$ cat config.mk
export PLATFORM = sky130hd
export DESIGN_NAME = irxm_mask_high
export DESIGN_NICKNAME = d
export VERILOG_FILES = /design/src/irxm_pkg.sv /design/src/irxm_mask_high.sv
export SDC_FILE = /design/constraint.sdc
export NUM_CORES = 1
export LEC_CHECK = 0
export ABC_AREA = 1
export BUFFER_PORTS_ARGS = -buffer_cell sky130_fd_sc_hd__buf_4
export CORE_MARGIN = 10
export CORE_UTILIZATION = 39
export CTS_CLUSTER_DIAMETER = 30
export CTS_CLUSTER_SIZE = 24
export DETAILED_ROUTE_END_ITERATION = 8
export GPL_ROUTABILITY_DRIVEN = 0
export PLACE_DENSITY = 0.69
export SYNTH_ARGS = -nofsm -noshare
export SYNTH_HDL_FRONTEND = slang
export SYNTH_SLANG_ARGS = --single-unit
$ cat constraint.sdc
create_clock -name i_clk -period 1.4 [get_ports i_clk]
set_input_delay 0.21 -clock i_clk [delete_from_list [all_inputs] [get_ports i_clk]]
set_output_delay 0.21 -clock i_clk [all_outputs]
set_load 0.03 [all_outputs]
$ cat src/irxm_pkg.sv
/*
 * Package for the upper isochronous receive channel mask block.
 * Holds register offsets, widths and AHB-Lite encodings.
 * Assumes a single AHB-Lite slave with 32-bit data.
 */
package irxm_pkg;
    localparam int unsigned ADDR_W       = 8;
    localparam int unsigned DATA_W       = 32;
    localparam int unsigned CHAN_BASE    = 32;
    // Channel number split: top bit picks the upper group, the rest index the mask
    localparam int unsigned CHAN_IDX_W     = 5;
    localparam int unsigned CHAN_UPPER_BIT = 5;
    // ========================================
    // Register map
    localparam logic [7:0]  OFF_MASK_SET = 8'h70;
    localparam logic [7:0]  OFF_MASK_CLR = 8'h74;
    localparam logic [31:0] MASK_RESET   = 32'h0000_0000;
    localparam logic [31:0] RDATA_ZERO   = 32'h0000_0000;
    // ========================================
    // AHB-Lite encodings
    localparam logic [1:0]  HTRANS_NONSEQ = 2'h2;
    localparam logic [1:0]  HTRANS_SEQ    = 2'h3;
    localparam logic [2:0]  HSIZE_WORD    = 3'h2;
    localparam logic        HRESP_OKAY    = 1'h0;
    localparam logic [5:0]  CHAN_W        = 6'h3F;
endpackage : irxm_pkg

$ cat src/irxm_mask_high.sv
/*
 * Upper isochronous receive channel mask (channels 32..63) as an AHB-Lite slave,
 * plus the packet accept/discard gate that applies it.
 * Assumes hready and the packet qualifier are synchronous to i_clk.
 */
// Chosen here: the AHB-Lite register port.
`timescale 1ns/1ps

module irxm_mask_high
    import irxm_pkg::*;
(
    input  wire logic                         i_clk,        // 100 MHz clock
    input  wire logic                         i_rst,        // Sync reset, high
    input  wire logic                         i_hsel,       // Slave select
    input  wire logic [irxm_pkg::ADDR_W-1:0]  i_haddr,      // Byte address
    input  wire logic [1:0]                   i_htrans,     // Transfer type
    input  wire logic                         i_hwrite,     // Write when high
    input  wire logic [2:0]                   i_hsize,      // Transfer size
    input  wire logic [irxm_pkg::DATA_W-1:0]  i_hwdata,     // Write data
    input  wire logic                         i_hready,     // Bus ready in
    output logic      [irxm_pkg::DATA_W-1:0]  o_hrdata,     // Read data
    output logic                              o_hreadyout,  // Always ready
    output logic                              o_hresp,      // Always OKAY
    input  wire logic                         i_pkt_valid,  // Iso packet header strobe
    input  wire logic [5:0]                   i_pkt_chan,   // Packet channel 0..63
    output logic                              o_pkt_accept, // Upper packet passes
    output logic                              o_pkt_discard,// Upper packet dropped
    output logic      [irxm_pkg::DATA_W-1:0]  o_chan_enable // Enable vector, ch 32..63
);
    import irxm_pkg::*;

    // ========================================
    // Usage notes
    // Two addresses reach one mask: ones at the set address raise bits,
    // ones at the clear address drop them, zeros leave bits alone.
    // A read of either address returns the mask and changes nothing.
    // Limitation: hsize is not checked, every access is taken as a word.
    // Limitation: unmapped addresses answer OKAY; reads give zero.
    // The receive gate only judges channels 32..63; the lower group
    // belongs to another block and gets neither pulse here.

    // ========================================
    // Declarations
    // Address phase decode
    logic                  phase_ok;
    logic                  hit_set;
    logic                  hit_clr;
    logic                  rd_req;

    // Data phase flags; at most one transfer is in its data phase
    logic                  wr_set_r;
    logic                  wr_set_nxt;
    logic                  wr_clr_r;
    logic                  wr_clr_nxt;

    // Stored mask and the per-bit strobes that change it
    logic [DATA_W-1:0]     mask_r;
    logic [DATA_W-1:0]     mask_nxt;
    logic [DATA_W-1:0]     bit_set;
    logic [DATA_W-1:0]     bit_clr;

    // Read data, held through the data phase
    logic [DATA_W-1:0]     rdata_r;
    logic [DATA_W-1:0]     rdata_nxt;

    // Receive gate
    logic                  upper;
    logic [CHAN_IDX_W-1:0] chan_idx;
    logic                  chan_on;
    logic                  acc_r;
    logic                  acc_nxt;
    logic                  dis_r;
    logic                  dis_nxt;

    // ========================================
    // Address match
    always_comb begin
        hit_set = (i_haddr == OFF_MASK_SET);
        hit_clr = (i_haddr == OFF_MASK_CLR);
    end

    // ========================================
    // Transfer qualify
    // Only NONSEQ and SEQ start a transfer; IDLE and BUSY are ignored
    always_comb begin
        phase_ok   = i_hsel && i_hready && ((i_htrans == HTRANS_NONSEQ) || (i_htrans == HTRANS_SEQ));
        wr_set_nxt = phase_ok && i_hwrite && hit_set;
        wr_clr_nxt = phase_ok && i_hwrite && hit_clr;
        // Unmapped reads fall through and return zero
        rd_req     = phase_ok && !i_hwrite && (hit_set || hit_clr);
    end

    always_ff @(posedge i_clk) begin
        if (i_rst) begin
            wr_set_r <= 1'b0;
            wr_clr_r <= 1'b0;
        end else begin
            wr_set_r <= wr_set_nxt;
            wr_clr_r <= wr_clr_nxt;
        end
    end

    // ========================================
    // Per-bit write strobes
    // Write data is looked at only in a data phase, so stray hwdata
    // between transfers never reaches the mask
    always_comb begin
        bit_set = '0;
        bit_clr = '0;
        if (wr_set_r) begin
            bit_set = i_hwdata;
        end
        if (wr_clr_r) begin
            bit_clr = i_hwdata;
        end
    end

    // ========================================
    // Mask bits, one slice per upper channel
    // Bit n enables channel n plus 32; the slices share nothing
    genvar gi;
    generate
        for (gi = 0; gi < DATA_W; gi = gi + 1) begin : g_mask_bit
            always_comb begin
                // Set and clear cannot meet: one data phase per cycle
                if (bit_set[gi]) begin
                    mask_nxt[gi] = 1'b1;
                end else if (bit_clr[gi]) begin
                    mask_nxt[gi] = 1'b0;
                end else begin
                    mask_nxt[gi] = mask_r[gi];
                end
            end

            // Reset value is left open on the bus side; zero keeps runs repeatable
            always_ff @(posedge i_clk) begin
                if (i_rst) begin
                    mask_r[gi] <= MASK_RESET[gi];
                end else begin
                    mask_r[gi] <= mask_nxt[gi];
                end
            end
        end
    endgenerate

    // ========================================
    // Read data
    // Captured at the address phase edge so it stands for the whole data phase.
    // Taking mask_nxt lets a read right behind a write see the new value.
    always_comb begin
        rdata_nxt = RDATA_ZERO;
        if (rd_req) begin
            rdata_nxt = mask_nxt;
        end
    end

    always_ff @(posedge i_clk) begin
        if (i_rst) begin
            rdata_r <= RDATA_ZERO;
        end else begin
            rdata_r <= rdata_nxt;
        end
    end

    // ========================================
    // Receive gate, channel lookup
    always_comb begin
        upper    = i_pkt_chan[CHAN_UPPER_BIT];
        chan_idx = i_pkt_chan[CHAN_IDX_W-1:0];
        chan_on  = mask_r[chan_idx];
    end

    // ========================================
    // Receive gate, decision
    // Decision is one cycle behind the header strobe; exactly one pulse
    // for an upper channel, none for a lower one
    always_comb begin
        acc_nxt = 1'b0;
        dis_nxt = 1'b0;
        if (i_pkt_valid && upper) begin
            acc_nxt = chan_on;
            dis_nxt = !chan_on;
        end
    end

    always_ff @(posedge i_clk) begin
        if (i_rst) begin
            acc_r <= 1'b0;
            dis_r <= 1'b0;
        end else begin
            acc_r <= acc_nxt;
            dis_r <= dis_nxt;
        end
    end

    // ========================================
    // Bus outputs
    // Zero wait states and no error response: every access completes at once
    assign o_hreadyout   = 1'b1;
    assign o_hresp       = HRESP_OKAY;
    assign o_hrdata      = rdata_r;

    // ========================================
    // Receive side outputs
    assign o_chan_enable = mask_r;
    assign o_pkt_accept  = acc_r;
    assign o_pkt_discard = dis_r;
endmodule : irxm_mask_high

==> summary.txt <==
most common cell after layout, fill and taps aside: buf_4
worst slew pin tran: 0.591 ns
post-synth cell types: 20
Yosys top cell area share: 0.506
Reg power frac: 0.506
DR pass1 iterations: 4
Hold-fix buffers, CTS: 0
setup bufs post-CTS: 0
fin crit period: 1.21 ns
die width: 103 um
Avg WL per Cell: 13.8 um
fmax: 827 MHz
CP endpoint kind: flop
register-to-register setup slack: 0.19 ns
Top Ports: 125
Die Footprint: 0.0106 mm2
largest area contributor in the netlist: dfxtp_1
Core ar.: 0.00676 mm2
crit-path cells: inv_2, o21ai_1, o21ai_0, inv_1, nor2_1
clock skew: 0.00971 ns
Routed WL: 7960 um
crit path from: wr_clr_r
Pins Over Slew Limit: 0
Area Overhead vs Synth: 42.0%
H-tree depth: 3
crit path kind: flop to flop
ys flop type: dfxtp_1
Die Y: 103 um
# nets final: 549
vias in the first global route: 2579
CP peak stage delay: 0.43 ns
global-route wire length before repair: 12500 um
via/cell ratio: 4.54
number of port buffers: 118
Yosys Warn Count: 0
combinational share of power: 0.068
Sink Count: 68
DP Wirelength: 6050 um
CTS tree: yes
clock network fraction of total power: 0.426
DRC: 0
Root Driver: clkbuf_8
WP data required: 1.68 ns
Antenna Violating Nets Remaining: 0
clk_lat worst skew: 0.34 ns
total gr overflow: 0
syn nets: 433
Post-CTS Resized: 0
RR Startpoint: wr_clr_r
Max Cap Viol: 0
cell internal pwr: 0.00298 W
PwrDens: 1000 mW/mm2
maximum fanout along the worst path: 32
Max clock buf depth: 2
PnR Total Power: 0.00382 W
Initial Util: 0.398
layout cells sized above 1: 0.312
leakage: 1.81 nW
TNS Setup: 0 ns
Mapped Area: 0.00269 mm2
asr flop ratio synth: 0
average size of a mapped cell: 7.16 um2
Total Routing Usage GR: 0.149
status: finished, final reports clean
drt initial violations: 78
via count: 2621
initial antenna violation count: 0
RSZ-0062 raised after global routing: false
pin count of the biggest net entering global routing: 33
n_diodes: 0
Tightest Hold Check Type: input pin to flop
commonest non-fill, non-tap cells in the layout: buf_4, nor2_1, dfxtp_1, inv_1, o21ai_1
Seq/Total Area, Yosys: 0.506
number of flops mapped to enable cells by yosys: 0
Worst Setup EP: o_hrdata[12]
clock slew at reported path FFs: 0.07 ns
worst r2r path cells: 5
Setup crit start kind: flop
Num CTS Buffers: 9
synth top area cells: dfxtp_1, o21ai_1, nor2_1, inv_1, nand2_1
relative slew slack: 0.605
Final Hold Fails: 0
row count: 30
Yosys reg bits: 68
CP max stage cell: inv_2
Switch Pwr: 0.000847 W
Setup violations, final: 0
Worst VDD drop: 518 uV
switching share of power: 0.221
Worst EP arrival: 1.49 ns
Mapped Cells: 376
r2r endpoint: o_hrdata[12]
Tcrit/Tclk final: 0.864
-- cell type report --
cell class              count  area (um2)
inverters                  73         277
clock buffers              12         155
repair buffers            124         931
well taps                  80         100
multi-input cells         216         951
fillers                   674        2930
flip-flops and latches     68        1360
clock inverters             4        47.5
-- worst max-delay path, delay by kind of cell (launching register included) --
| family | cells | cell delay (ns) |
|---|---|---|
| AND/OR/NAND/NOR | 1 | 0.10 |
| buffers and inverters | 2 | 0.50 |
| flip-flops | 1 | 0.31 |
| AO/OA/AOI/OAI | 2 | 0.22 |
-- state kept, by name, summed over array words and instances (netlist names) --
signal / flops
o_pkt_discard: 1
o_hrdata: 32
o_chan_enable: 32
wr_clr_r: 1
wr_set_r: 1
o_pkt_accept: 1
-- synth_stat cells (3+ instances only) --
library cell and count:
dfxtp_1 68, nor2_1 69, nand2_1 44, nand2_2 4
buf_4 3, o21ai_1 62, clkbuf_1 10, nand3_1 27
buf_2 4, inv_2 10, inv_1 62
-- worst min-delay path by stage --
stage / slack (ns) / to / startpoint / cells past startpoint
6_report: 0.03 / wr_set_r / i_haddr[2] / 2
5_1_grt: 0.02 / wr_set_r / i_haddr[2] / 2
4_1_cts: 0.02 / wr_set_r / i_haddr[2] / 2
3_5_place_dp: 0.39 / wr_set_r / i_haddr[2] / 2
3_3_place_gp: 0.39 / wr_set_r / i_haddr[2] / 2
2_1_floorplan: 0.29 / wr_set_r / i_haddr[3] / 1
-- through the flow --
step / instances / area (um2) / util / setup WS, ns / hold slack, ns
floorplan: 376 / 2690 / - / 0.262 / 0.287
global placement: 561 / 3620 / 0.536 / 0.152 / 0.390
detailed placement: 561 / 3620 / 0.536 / 0.132 / 0.390
CTS: 577 / 3820 / 0.566 / 0.154 / 0.0202
global route: 577 / 3820 / 0.566 / 0.0139 / 0.0229
finish: 577 / 3820 / 0.566 / 0.191 / 0.0345
-- routing by layer --
layer,vias to the layer above,routed length (um),track usage
met1,1150,3410,0.176
met5,-,0,0
met2,84,3710,0.239
met3,10,743,0.0563
met4,0,90,0.0610
li1,1377,-,-
-- kinds of logic after synthesis --
group,synth area share
compound gates,0.119
flops,0.506
simple gates,0.232
buf+inv,0.141
other cells,0.00279
-- power groups by stage --
stage                     Clock (W)  Sequential [W]  Combinational, W
final                       0.00163         0.00194          0.000260
after global routing        0.00176         0.00194          0.000289
after CTS                   0.00167         0.00194          0.000261
after detailed placement          0         0.00198          0.000260
after global placement            0         0.00198          0.000256
after floorplan                   0         0.00198          0.000121
Note: power is estimated with default switching activity, not from simulation.
